<file path="src/hdl/bio_consts.svh">
// Purpose: constants for the barrier indication outputs
// Assumes: included by bare name
// Notes:   angles in whole degrees, 0 = horizontal
`ifndef BIO_CONSTS_SVH
`define BIO_CONSTS_SVH
`define BIO_ANGLE_MAX      7'h5A
`define BIO_ROUTE_RELAY    2'h0
`define BIO_ROUTE_OD_A     2'h1
`define BIO_ROUTE_OD_B     2'h2
`define BIO_ROUTE_LAMP     2'h3
`define BIO_OPT_OFF        3'h0
`define BIO_OPT_ON         3'h1
`define BIO_OPT_5          3'h2
`define BIO_OPT_10         3'h3
`define BIO_OPT_15         3'h4
`define BIO_OPT_20         3'h5
`define BIO_OPT_80         3'h6
`define BIO_OPT_85         3'h7
`define BIO_ANG_5          7'h05
`define BIO_ANG_10         7'h0A
`define BIO_ANG_15         7'h0F
`define BIO_ANG_20         7'h14
`define BIO_ANG_80         7'h50
`define BIO_ANG_85         7'h55
`endif

</file>
<file path="src/hdl/bio_pkg.sv">
// Purpose: types for the barrier indication outputs
// Assumes: nothing
// Notes:   state codes match the barrier controller
package bio_pkg;
  typedef enum logic [2:0] {
    BIO_LOWERED   = 3'h0,
    BIO_RAISING   = 3'h1,
    BIO_PRAISED   = 3'h2,
    BIO_RAISED    = 3'h3,
    BIO_LOWERING  = 3'h4,
    BIO_PLOWERED  = 3'h5,
    BIO_UNKNOWN   = 3'h6
  } bio_state_t;

  typedef enum logic [1:0] {
    BIO_R_RELAY = 2'h0,
    BIO_R_OD_A  = 2'h1,
    BIO_R_OD_B  = 2'h2,
    BIO_R_LAMP  = 2'h3
  } bio_route_t;

  typedef struct packed {
    logic [2:0] trig_sync;
    logic       trig_stable;
    logic       activate;
    logic       interlock;
    logic       tl_act;
    logic       bs_act;
    logic [3:0] out_act;
  } bio_regs_t;
endpackage

</file>
<file path="src/hdl/bio_outputs.sv">
// Purpose: traffic light, barrier status and ticket interlock indications
// Assumes: state and angle come from logic on CLK; trigger pin is asynchronous
// Notes:   an active output pulls its pin low or closes the relay
`timescale 1ns/100ps
`default_nettype none
`include "bio_consts.svh"
// Contract
// - traffic light goes to one of four outputs by routing setting
// - traffic light inactive below trigger level, active from it to 90 degrees
// - angles measured from horizontal zero, growing while raising
// - zero trigger level makes traffic light active on entering raising
// - traffic light enable, default on; off forces its output inactive
// - active closes or pulls low; inactive leaves open or floating
// - barrier status on/off; off forces its output inactive
// - barrier status routed to any one of four outputs
// - each of seven states sets status active or inactive
// - raising with angle: inactive first, active at or above angle
// - lowering with angle: active first, inactive at or below angle
// - angle choices 5, 10, 15, 20, 80 and 85 degrees
// - raising set on: status active at once on entry
// - lowering set on: status active at once on entry
// - interlock defaults off; off forces its output inactive
// - interlock set by vendor activation, held while up, cleared when closed
// - interlock on: barrier activates on trigger release
// - interlock off: barrier activates on trigger assertion
// - interlock output polarity selectable
module bio_outputs
  import bio_pkg::*;
(
  input  wire logic              CLK,
  input  wire logic              RSTN,
  input  wire bio_pkg::bio_state_t BARRIER_STATE,
  input  wire logic [6:0]        BOOM_ANGLE,
  input  wire logic              TRIGGER_PIN_N,
  input  wire logic              TL_ENABLE,
  input  wire bio_pkg::bio_route_t TL_ROUTE,
  input  wire logic [6:0]        TL_LEVEL,
  input  wire logic              BS_ENABLE,
  input  wire bio_pkg::bio_route_t BS_ROUTE,
  input  wire logic [2:0]        BS_OPT_LOWERED,
  input  wire logic [2:0]        BS_OPT_RAISING,
  input  wire logic [2:0]        BS_OPT_PRAISED,
  input  wire logic [2:0]        BS_OPT_RAISED,
  input  wire logic [2:0]        BS_OPT_LOWERING,
  input  wire logic [2:0]        BS_OPT_PLOWERED,
  input  wire logic [2:0]        BS_OPT_UNKNOWN,
  input  wire logic              TI_ENABLE,
  input  wire bio_pkg::bio_route_t TI_ROUTE,
  input  wire logic              TI_POLARITY_OPEN,
  output logic                   BARRIER_ACTIVATE,
  output logic                   TICKET_INTERLOCK,
  output logic                   DRY_CONTACT_OUTPUT,
  output logic                   OPEN_DRAIN_OUT_A_OE,
  output logic                   OPEN_DRAIN_OUT_B_OE,
  output logic                   STATUS_LAMP_OUT_OE
);
  bio_regs_t r_q;
  bio_regs_t r_d;

  function automatic logic [6:0] opt_angle(input logic [2:0] opt);
    logic [6:0] a;
    a = 7'h00;
    unique case (opt)
      `BIO_OPT_5:  a = `BIO_ANG_5;
      `BIO_OPT_10: a = `BIO_ANG_10;
      `BIO_OPT_15: a = `BIO_ANG_15;
      `BIO_OPT_20: a = `BIO_ANG_20;
      `BIO_OPT_80: a = `BIO_ANG_80;
      `BIO_OPT_85: a = `BIO_ANG_85;
      default:     a = 7'h00;
    endcase
    return a;
  endfunction

  logic       angle_ok;
  logic [2:0] opt;
  logic       tl_raw;
  logic       bs_raw;
  logic       ti_drive;
  logic       trig_now;

  always_comb begin
    r_d = r_q;
    angle_ok = (BOOM_ANGLE <= `BIO_ANGLE_MAX);
    // level compare; zero level takes raising entry
    if (TL_LEVEL == 7'h00) begin
      tl_raw = (BARRIER_STATE != BIO_LOWERED) || (BOOM_ANGLE != 7'h00);
    end else begin
      tl_raw = angle_ok && (BOOM_ANGLE >= TL_LEVEL);
    end
    r_d.tl_act = TL_ENABLE && tl_raw;
    opt = `BIO_OPT_OFF;
    unique case (BARRIER_STATE)
      BIO_LOWERED:  opt = BS_OPT_LOWERED;
      BIO_RAISING:  opt = BS_OPT_RAISING;
      BIO_PRAISED:  opt = BS_OPT_PRAISED;
      BIO_RAISED:   opt = BS_OPT_RAISED;
      BIO_LOWERING: opt = BS_OPT_LOWERING;
      BIO_PLOWERED: opt = BS_OPT_PLOWERED;
      default:      opt = BS_OPT_UNKNOWN;
    endcase
    // per-state setting; angle options only for moving states
    bs_raw = (opt != `BIO_OPT_OFF);
    if (opt >= `BIO_OPT_5) begin
      if (BARRIER_STATE == BIO_RAISING) begin
        bs_raw = BOOM_ANGLE >= opt_angle(opt);
      end else if (BARRIER_STATE == BIO_LOWERING) begin
        bs_raw = BOOM_ANGLE > opt_angle(opt);
      end
    end
    // plain on is immediate; enable gate
    r_d.bs_act = BS_ENABLE && bs_raw;
    // three-stage pin sync; change only when last two agree
    r_d.trig_sync = {r_q.trig_sync[1:0], ~TRIGGER_PIN_N};
    trig_now = r_q.trig_stable;
    if (r_q.trig_sync[2] == r_q.trig_sync[1]) begin
      trig_now = r_q.trig_sync[2];
    end
    r_d.trig_stable = trig_now;
    // release edge with interlock, closing edge without
    if (TI_ENABLE) begin
      r_d.activate = r_q.trig_stable && !trig_now;
    end else begin
      r_d.activate = !r_q.trig_stable && trig_now;
    end
    // set on vendor activation, cleared once fully lowered
    if (r_d.activate && TI_ENABLE) begin
      r_d.interlock = 1'b1;
    end else if (BARRIER_STATE == BIO_LOWERED || !TI_ENABLE) begin
      r_d.interlock = 1'b0;
    end
    // off forces inactive; polarity picks the driven level
    ti_drive = TI_ENABLE && (r_d.interlock ^ TI_POLARITY_OPEN);
    // each output takes only functions routed to it
    for (int i = 0; i < 4; i++) begin
      r_d.out_act[i] = (r_d.tl_act && (TL_ROUTE == bio_route_t'(i)))
                    || (r_d.bs_act && (BS_ROUTE == bio_route_t'(i)))
                    || (ti_drive && (TI_ROUTE == bio_route_t'(i)));
    end
  end

  always_ff @(posedge CLK) begin
    if (!RSTN) begin
      r_q <= '0;
    end else begin
      r_q <= r_d;
    end
  end

  // active closes the relay or pulls the open-drain pin low
  assign DRY_CONTACT_OUTPUT  = r_q.out_act[`BIO_ROUTE_RELAY];
  assign OPEN_DRAIN_OUT_A_OE = r_q.out_act[`BIO_ROUTE_OD_A];
  assign OPEN_DRAIN_OUT_B_OE = r_q.out_act[`BIO_ROUTE_OD_B];
  assign STATUS_LAMP_OUT_OE  = r_q.out_act[`BIO_ROUTE_LAMP];
  assign BARRIER_ACTIVATE    = r_q.activate;
  assign TICKET_INTERLOCK    = r_q.interlock;
endmodule
`default_nettype wire

</file>
<file path="config.mk">
export PLATFORM = sky130hd
export DESIGN_NAME = bio_outputs
export DESIGN_NICKNAME = d
export VERILOG_FILES = /design/src/hdl/bio_pkg.sv /design/src/hdl/bio_outputs.sv
export VERILOG_INCLUDE_DIRS = /design/src /design/src/hdl
export SDC_FILE = /design/constraint.sdc
export NUM_CORES = 1
export LEC_CHECK = 0
export BUFFER_PORTS_ARGS = -buffer_cell sky130_fd_sc_hd__buf_4
export CORE_ASPECT_RATIO = 0.5
export CORE_UTILIZATION = 25
export DETAILED_ROUTE_END_ITERATION = 8
export SLEW_MARGIN = 20
export SYNTH_ARGS = -nofsm -noshare
export SYNTH_HDL_FRONTEND = slang
export SYNTH_SLANG_ARGS = --single-unit
</file>
<file path="constraint.sdc">
create_clock -name CLK -period 7.3 [get_ports CLK]
set_input_delay 1.46 -clock CLK [delete_from_list [all_inputs] [get_ports CLK]]
set_output_delay 1.46 -clock CLK [all_outputs]
set_load 0.03 [all_outputs]
</file>
=== After elaboration in Yosys (flattened, before gate mapping) ===
Index checks and enable logic that the tools add are counted.

* $lt $le $gt $ge: 5
* Bitwise operators: 2
* Multiplexer cells: 15
* Reduce and logical (&&, ||, !) cells: 40
* Eq/ne operators: 21

{| class="wikitable"
|+ Operator list
! kind !! number
|-
| 7-bit case mux with 6 select lines || 1
|-
| 7-bit 2-to-1 mux || 5
|-
| 1-bit logical AND || 19
|-
| 3-bit == test, second input constant || 6
|-
| 3-bit case mux with 6 select lines || 1
|-
| 7-bit greater-or-equal comparator || 2
|-
| 2-bit == test, second input constant || 6
|-
| 3-bit by 2-bit == test with 1-bit output, second input constant || 4
|-
| 1-bit logical OR || 10
|-
| 1-bit 2-to-1 mux || 8
|-
| 7-bit > comparator || 1
|-
| 7-bit <= comparator, second input constant || 1
|-
| 7-bit logical NOT || 1
|-
| 7-bit nonzero test || 1
|-
| 2-bit by 1-bit == test with 1-bit output, second input constant || 3
|-
| 2-bit logical NOT || 3
|-
| 3-bit nonzero test || 2
|-
| 3-bit by 1-bit == test with 1-bit output, second input constant || 1
|-
| 3-bit by 2-bit greater-or-equal comparator with 1-bit output, second input constant || 1
|-
| 1-bit logical NOT || 3
|-
| 3-bit logical NOT || 1
|-
| 1-bit == test || 1
|-
| 1-bit NOT || 1
|-
| 1-bit bitwise XOR || 1
|}

* Output and inout port bits: 6
* Bits of input ports: 51
* Logic and storage cells: 88
* Bits in registers: 10

=== Depth between registers and ports, before layout ===
Gate-level depths: netlist (run 1).

* Depth in word-level cells: 15
* Gate-level depth with buffers: 15
* Mapped depth without buffers: 13

=== Least setup slack after synthesis (run 1) ===
OpenSTA, ideal clock, no wires.

* Kind: input -> register
* From: input port BARRIER_STATE[0]
* To: register r_q, in the netlist OPEN_DRAIN_OUT_A_OE
* Stages: 12
* Path slack: 3.430 ns
* Arrival: 3.775 ns
* Library setup time: 0.095 ns
* Cells stage by stage: buf_6 > mux4_2 > mux2_2 > nand2b_1 > xor2_1 > ha_1 > and4b_1 > nand3_1 > o22ai_1 > o221ai_2 > nand4_2 > o311ai_1

* Cells in the longest elaborated chain, start to end: 15
* Elaborated cells on any way between the ends: 41
* Classes of those cells: 3 x order compare; 11 x eq/ne; 13 x mux; 1 x bitwise; 13 x reduce/logical

{| class="wikitable"
|+ RTL lines
! what !! line !! source
|-
| start, declared || bio_outputs.sv:32 || <nowiki>input wire bio_pkg::bio_state_t BARRIER_STATE,</nowiki>
|-
| 3-bit == test, or another cell as far along || bio_outputs.sv:93 || <nowiki>unique case (BARRIER_STATE)</nowiki>
|-
| 3-bit case mux with 6 select lines || bio_outputs.sv:93 ||
|-
| 3-bit == test or 3-bit by 2-bit == test with 1-bit output (tied branches) || bio_outputs.sv:63 || <nowiki>unique case (opt)</nowiki>
|-
| 7-bit case mux with 6 select lines || bio_outputs.sv:63 ||
|-
| 7-bit 2-to-1 mux || bio_outputs.sv:107 || <nowiki>end else if (BARRIER_STATE == BIO_LOWERING) begin</nowiki>
|-
| 7-bit 2-to-1 mux || bio_outputs.sv:105 || <nowiki>if (BARRIER_STATE == BIO_RAISING) begin</nowiki>
|-
| 7-bit 2-to-1 mux || bio_outputs.sv:104 || <nowiki>if (opt >= `BIO_OPT_5) begin</nowiki>
|-
| 7-bit > comparator || bio_outputs.sv:108 || <nowiki>bs_raw = BOOM_ANGLE > opt_angle(opt);</nowiki>
|-
| 1-bit 2-to-1 mux || bio_outputs.sv:107 ||
|-
| 1-bit 2-to-1 mux || bio_outputs.sv:105 ||
|-
| 1-bit 2-to-1 mux || bio_outputs.sv:104 ||
|-
| 1-bit logical AND || bio_outputs.sv:112 || <nowiki>r_d.bs_act = BS_ENABLE && bs_raw;</nowiki>
|-
| 1-bit logical AND || bio_outputs.sv:137 || <nowiki>|| (r_d.bs_act && (BS_ROUTE == bio_route_t'(i)))</nowiki>
|-
| 1-bit logical OR || bio_outputs.sv:137 ||
|-
| 1-bit logical OR (*) || bio_outputs.sv:138 || <nowiki>|| (ti_drive && (TI_ROUTE == bio_route_t'(i)));</nowiki>
|-
| end signal, assigned || bio_outputs.sv:146 || <nowiki>r_q <= r_d;</nowiki>
|-
| end, declared || bio_outputs.sv:57 || <nowiki>bio_regs_t r_q;</nowiki>
|}

Every way passes the cells marked *; elsewhere a longest branch is shown, timed or not. The select of a mux whose other input is x is not followed.
A chain may end at the register's enable or synchronous reset.

=== Final worst setup path (run 1) ===
* From: input port BARRIER_STATE[0]
* To: register r_q, in the netlist OPEN_DRAIN_OUT_B_OE

Same word-level chain as after synthesis.

==> results of run 1 <==
-- metrics by stage --
| stage | total power, µW | worst slack, ns | utilization (%) |
|---|---|---|---|
| final | 198 | 3.24 | 37.7 |
| after global routing | 214 | 3.06 | 37.7 |
| after CTS | 200 | 3.25 | 37.7 |
| after detailed placement | 144 | 3.01 | 36.7 |
| after global placement | 143 | 3.13 | 36.7 |
| after floorplan | 109 | 3.43 | - |
-- power by group --
group          internal [µW]  switching [µW]  leakage (µW)
Clock                   35.9            19.4     0.0000216
Combinational           44.5            41.1      0.000655
Sequential              56.8           0.787     0.0000816
Total                    137            61.3      0.000758
-- cells in the final DEF, fill, tap and decap left out, types with 3 or more instances in the layout --
cell / count
o211ai_1: 3
nor2_1: 9
a31oi_1: 3
inv_1: 10
nand3b_1: 4
buf_4: 56
o311ai_1: 3
dfxtp_1: 10
mux4_2: 3
o21ai_0: 5
clkbuf_8: 3
nand2b_1: 6
a21oi_1: 7
ha_1: 13
nor2b_1: 4
nor3_1: 4
nand3_1: 6
nand2_1: 8
-- Yosys cell counts (2+ instances only) --
cell / n / area [µm²]
nand3_1: 6 / 30.0
mux2_2: 2 / 22.5
nand3b_1: 4 / 30.0
and2_1: 2 / 12.5
nor4_1: 2 / 12.5
nand2b_1: 6 / 37.5
o311ai_1: 3 / 26.3
mux4_2: 3 / 67.6
nand2_1: 8 / 30.0
o211ai_1: 3 / 22.5
a31oi_1: 3 / 18.8
a21o_1: 2 / 15.0
nor2_1: 9 / 33.8
o21ai_1: 2 / 10.0
mux2i_1: 2 / 20.0
dfxtp_1: 10 / 200
inv_1: 10 / 37.5
nor3_1: 4 / 20.0
nor2b_1: 4 / 25.0
a21oi_1: 7 / 35.0
o21ai_0: 5 / 25.0
buf_6: 3 / 33.8
ha_1: 13 / 163
-- per-layer routing --
| metal | up-vias | track usage [%] |
|---|---|---|
| met3 | 2 | 1.39 |
| met5 | - | 0 |
| met1 | 552 | 16.6 |
| met4 | 0 | 3.68 |
| met2 | 26 | 22.0 |
| li1 | 639 | - |
-- state kept, by name (all words and copies together) (netlist names) --
register / cells
r_q: 2
OPEN_DRAIN_OUT_B_OE: 1
BARRIER_ACTIVATE: 1
TICKET_INTERLOCK: 1
DRY_CONTACT_OUTPUT: 1
r_d: 2
OPEN_DRAIN_OUT_A_OE: 1
STATUS_LAMP_OUT_OE: 1
-- worst paths after layout --
check	depth (start not counted)	from	to
worst max-delay path	12	BARRIER_STATE[0]	OPEN_DRAIN_OUT_B_OE$_SDFF_PN0_
worst min-delay path	1	r_d[10]$_SDFF_PN0_	r_d[11]$_SDFF_PN0_
worst min register to register	1	r_d[10]$_SDFF_PN0_	r_d[11]$_SDFF_PN0_
worst max register to register	6	r_q[8]$_SDFF_PN0_	OPEN_DRAIN_OUT_B_OE$_SDFF_PN0_
-- cells by family after synthesis --
| kind of cell | Yosys count | share of synthesized area, % |
|---|---|---|
| DFF | 10 | 16.8 |
| muxes | 7 | 9.26 |
| AOI/OAI and AO/OA | 38 | 23.3 |
| buffers and inverters | 15 | 6.74 |
| xor gates and xnor gates | 2 | 2.11 |
| and+or+nand+nor | 54 | 28.1 |
| adders and majority gates | 13 | 13.7 |
-- cell type report --
type                            count  area share (%)
Multi-Input combinational cell    114            53.7
Timing Repair Buffer               56            24.9
Sequential cell                    10            11.8
Tap cell                           66            4.89
Clock buffer                        3            2.44
Inverter                           10            2.22
==> results by group, run 1 <==
Placement
  • Post-DP Area: 1650 µm²
  • Gpl congestion: 0.847
  • Port Buffer Count: 56
  • Post-Place Cells: 256
  • HPWL after DPL: 2.54 mm

STA
  • Final Hold Slack: 0.429 ns
  • Slew at the pin closest to its max-slew limit: 0.371 ns
  • Number of endpoints with negative hold slack in the final report: 0
  • Final Critical Period: 4.06 ns
  • Count of pins over their slew limit: 0
  • Fin Setup TNS: 0 ns
  • Layout Skew: 0.00475 ns
  • Final setup violation count: 0
  • Final worst path period share: 55.6%
  • RSZ-0062 raised after global routing: no
  • Achievable frequency: 247 MHz
  • Worst slew margin relative to its limit: 75.0%

GRT
  • Total track usage: 12.6%
  • Maximum number of pins on one net before global-route repair: 18
  • Initial antenna violation count: 0
  • First-pass GRT wire length: 5.14 mm
  • Total grt overflow: 0
  • Vias in the first global route: 1167

Synthesis
  • Mapped Cells: 139
  • Main synth FF type: dfxtp_1
  • Post-synth EDFFs: 0
  • Synthesis-stage register bit count: 10
  • Synth Area per Inst: 8.55 µm²
  • Sequential cell area fraction in the yosys report: 16.8%
  • Unique masters post-synth: 49
  • Cell area after synthesis: 1190 µm²
  • Synthesized netlist net count: 203
  • Yosys Warn Count: 0
  • Post-synth ARST share: 0%

Status
  • Result of the run: finished, final reports clean

Setup path
  • Crit Path Max Fanout: 14
  • Arrival time of data at the critical path endpoint: 4.17 ns
  • Classification of the worst setup path: in -> reg
  • CP Capture Type: flop
  • Required time of the worst setup path: 7.42 ns
  • Critical Path Slowest Stage Cell: mux4_2
  • Worst path max stage delay: 0.52 ns
  • Reg2Reg Setup Slack: 5.94 ns
  • Kind of start point of the critical path: primary input
  • CP cell instances: buf_4, mux4_2, mux2_2, nand2b_1, xor2_1, ha_1, nand2_1, o21ai_0, a31oi_1, o221ai_2, nand4_2, o311ai_1
  • Buffers & Inverters on Critical Path: 1
  • Largest delay contributor family on the critical path: multiplexers

Drt
  • Number of routed nets with antenna violations: 0
  • Highest routing layer actually used: met4
  • Via total after detailed routing: 1219
  • Detailed-routed wire length on met3: 77 µm
  • Routed wire per std cell: 11.5 µm
  • Number of remaining DRC errors: 0
  • Post-detailed-routing wire length: 2.98 mm
  • Ratio of routed vias to standard cells: 4.71
  • Detailed-route wire length on metal 1: 1.48 mm
  • Iteration-0 DRC Markers: 40
  • First-pass iteration count of the detailed router: 4
  • Wire length on met2: 1.40 mm

Cells and area
  • Post-synthesis to final-layout area growth: 42.2%
  • Layout Nets: 259
  • Cell area after layout: 1690 µm²
  • Number of antenna diodes: 0
  • Multi-input combinational cell area: 908 µm²
  • Area taken by flip-flops and latches: 200 µm²
  • Fraction of final layout cells with drive strength greater than 1: 37.8%
  • Number of standard cells in the layout, taps in and fillers out: 259
  • # fillers: 460

CTS
  • Post-CTS Hold Fix Bufs: 0
  • Htree depth: 1
  • Cts repair resizes: 0
  • Root Buffer Master: clkbuf_8
  • Reg clk slew, reported paths: 0.05 ns
  • TritonCTS buffer count: 3
  • TritonCTS clock tree: done
  • Setup Buffers After CTS: 0
  • Number of buffers on the longest clock path: 2
  • Clock latency on the worst-skew pair: 0.23 ns
  • Number of sinks handled by clock tree synthesis: 10

Die
  • Horizontal extent of the die: 99.5 µm
  • Die height: 50.8 µm
  • Core ar.: 4490 µm²
  • Die ar.: 5050 µm²
  • IO Pins: 57
  • FP Rows: 17
  • Starting density of the core: 26.5%

Flow run
  • MaxCap Viol Count: 0

Power and ir drop
  • Largest voltage drop on the vdd net: 0.0363 mV
  • Power density of the placed cells: 117 nW/µm²
  • Leakage: 0.000758 µW

Worst hold path
  • Worst min-delay path class: reg -> reg
Power figures use the tool's default switching activity.
==> run 2, diff against run 1 <==
==> constraint.sdc (replaced) <==
create_clock -name CLK -period 3.6 [get_ports CLK]
set_input_delay 0.72 -clock CLK [delete_from_list [all_inputs] [get_ports CLK]]
set_output_delay 0.72 -clock CLK [all_outputs]
set_load 0.03 [all_outputs]
==> results by group, run 2 (same netlist as run 1, synthesis figures left out) <==
Setup path
  • Buffers & Inverters on Critical Path: 1 (unchanged)
  • Classification of the worst setup path: in -> reg
  • Worst setup path start: BARRIER_STATE[0]
  • Reg2Reg Setup Slack: 2.16 ns (-3.78 ns)
  • Critical Path Slowest Stage Cell: mux4_2
  • Required time of the worst setup path: 3.73 ns (-3.69 ns)
  • Kind of start point of the critical path: primary input
  • Reg2Reg Depth: 6 (unchanged)
  • Crit Path Max Fanout: 14 (unchanged)
  • Largest delay contributor family on the critical path: multiplexers
  • Worst path max stage delay: 0.52 ns (about the same)
  • Critical R2R Capture: OPEN_DRAIN_OUT_B_OE$_SDFF_PN0_
  • CP Capture Type: flop
  • CP cell instances: buf_4, mux4_2, mux2_2, nand2b_1, xor2_1, ha_1, nand2_1, o21ai_0, a31oi_1, o221ai_2, nand4_2, o311ai_1
  • Arrival time of data at the critical path endpoint: 3.41 ns (-0.76 ns)
  • Reg2Reg Launch Point: r_q[8]$_SDFF_PN0_

CTS
  • Number of buffers on the longest clock path: 2 (unchanged)
  • Root Buffer Master: clkbuf_8
  • TritonCTS clock tree: done
  • Clock latency on the worst-skew pair: 0.24 ns (about the same)
  • TritonCTS buffer count: 3 (unchanged)
  • Post-CTS Hold Fix Bufs: 0 (unchanged)
  • Setup Buffers After CTS: 0 (unchanged)
  • Number of sinks handled by clock tree synthesis: 10 (unchanged)
  • Cts repair resizes: 0 (unchanged)
  • Reg clk slew, reported paths: 0.05 ns (about the same)
  • Htree depth: 1 (unchanged)

STA
  • Slew at the pin closest to its max-slew limit: 0.364 ns (-0.00682 ns)
  • RSZ-0062 raised after global routing: no
  • Achievable frequency: 304 MHz
  • Worst slew margin relative to its limit: 75.5% (+0.46 points)
  • Final worst setup slack: 0.313 ns (-2.93 ns)
  • Final worst path period share: 91.3%
  • Fin Setup TNS: 0 ns (unchanged)
  • Layout Skew: 0.00169 ns (-0.00306 ns)
  • Number of endpoints with negative hold slack in the final report: 0 (unchanged)
  • Final Critical Period: 3.29 ns
  • Count of pins over their slew limit: 0 (unchanged)
  • Final setup violation count: 0 (unchanged)

Cells and area
  • Most common cell after layout, fill and taps aside: buf_4
  • Number of standard cells in the layout, taps in and fillers out: 260 (+0.39%)
  • Most frequent cells in the layout: buf_4 (56), ha_1 (13), dfxtp_1 (10), inv_1 (10), nor2_1 (9)
  • Fraction of final layout cells with drive strength greater than 1: 38.1% (+0.32 points)
  • Multi-input combinational cell area: 908 µm² (unchanged)
  • Number of antenna diodes: 0 (unchanged)
  • Area taken by flip-flops and latches: 200 µm² (unchanged)
  • # fillers: 444 (-3.5%)
  • Layout Nets: 259 (unchanged)
  • Post-synthesis to final-layout area growth: 43.4%
  • Final core utilization: 38.0% (+0.31 points)

Placement
  • Port Buffer Count: 56 (unchanged)
  • Pre-CTS setup slack: 0.0548 ns (-2.96 ns)
  • Post-Place Cells: 256 (unchanged)
  • HPWL after DPL: 2.55 mm (+0.57%)
  • Gpl congestion: 0.847 (about the same)

Power and ir drop
  • Share of power burned in the clock network: 33.3% (+5.4 points)
  • Switching power summed over all nets: 133 µW (+120%)
  • Total internal power: 302 µW (+120%)
  • Register share of total power: 26.8% (-2.2 points)
  • Fraction of power spent switching nets: 30.7% (-0.23 points)
  • Leakage: 0.000765 µW (+0.95%)
  • Gate power share: 39.9% (-3.2 points)
  • Largest voltage drop on the vdd net: 0.0821 mV (+130%)
  • Power density of the placed cells: 255 nW/µm² (+120%)

Drt
  • Number of routed nets with antenna violations: 0 (unchanged)
  • Routed wire per std cell: 11.6 µm (+0.99%)
  • Iteration-0 DRC Markers: 72 (+80%)
  • Number of remaining DRC errors: 0 (unchanged)
  • Ratio of routed vias to standard cells: 4.74 (+0.76%)
  • First-pass iteration count of the detailed router: 4 (unchanged)
  • Via total after detailed routing: 1233 (+1.1%)
  • Post-detailed-routing wire length: 3.02 mm (+1.4%)

Die
  • IO Pins: 57 (unchanged)
  • FP Rows: 17 (unchanged)
  • Horizontal extent of the die: 99.5 µm (unchanged)
  • Die ar.: 5050 µm² (unchanged)
  • Core ar.: 4490 µm² (unchanged)
  • Starting density of the core: 26.5% (unchanged)
  • Die height: 50.8 µm (unchanged)

Status
  • Result of the run: finished, final reports clean

GRT
  • Total track usage: 12.5% (-0.12 points)
  • Total grt overflow: 0 (unchanged)
  • Maximum number of pins on one net before global-route repair: 18 (unchanged)
  • Vias in the first global route: 1183 (+1.4%)
  • Initial antenna violation count: 0 (unchanged)
  • First-pass GRT wire length: 5.06 mm (-1.5%)

Worst hold path
  • Worst min-delay path class: reg -> reg
  • Hold path startpoint: r_d[10]$_SDFF_PN0_
  • Hold Path End: r_d[11]$_SDFF_PN0_
  • Hold Path Depth: 1 (unchanged)

Flow run
  • MaxCap Viol Count: 0 (unchanged)
run 2: cell types whose count changed in the layout (fill, tap and decap cells not counted):
cell      previous run  this run
clkbuf_8             3         4
run 2: cell type report:
type	instances	area share, %
well taps	66	4.85
flip-flops and latches	10	11.7
repair buffers	56	24.7
inverters	10	2.20
clock buffers	4	3.23
multi-input cells	114	53.3
run 2: worst max path at each step:
stage | to | cells past startpoint
floorplan | OPEN_DRAIN_OUT_A_OE$_SDFF_PN0_ | 12
global placement | STATUS_LAMP_OUT_OE$_SDFF_PN0_ | 12
detailed placement | OPEN_DRAIN_OUT_B_OE$_SDFF_PN0_ | 12
CTS | OPEN_DRAIN_OUT_B_OE$_SDFF_PN0_ | 12
global route | STATUS_LAMP_OUT_OE$_SDFF_PN0_ | 13
finish | OPEN_DRAIN_OUT_B_OE$_SDFF_PN0_ | 12
run 2: per-stage QoR:
step	area, µm²	power (µW)	hold WS, ns
6_report	1700	435	0.433
5_1_grt	1700	464	0.447
4_1_cts	1700	436	0.438
3_5_place_dp	1650	292	0.426
3_3_place_gp	1650	290	0.423
2_1_floorplan	1190	220	0.412
run 2: power groups by stage:
| stage | registers (µW) | logic, µW | clock network [µW] |
|---|---|---|---|
| floorplan | 124 | 96.6 | 0 |
| global placement | 119 | 171 | 0 |
| detailed placement | 119 | 174 | 0 |
| CTS | 117 | 174 | 144 |
| global route | 117 | 194 | 153 |
| finish | 117 | 173 | 145 |
run 2: layer usage:
layer  track usage (%)  up-vias  wire length [µm]  share of wire [%]
met4              2.21        0                 9               0.30
met2              22.9       35              1440                 48
met5                 0        -                 0                  0
li1                  -      638                 -                  -
met3              2.23        2               130                4.3
met1              15.6      558              1440                 48
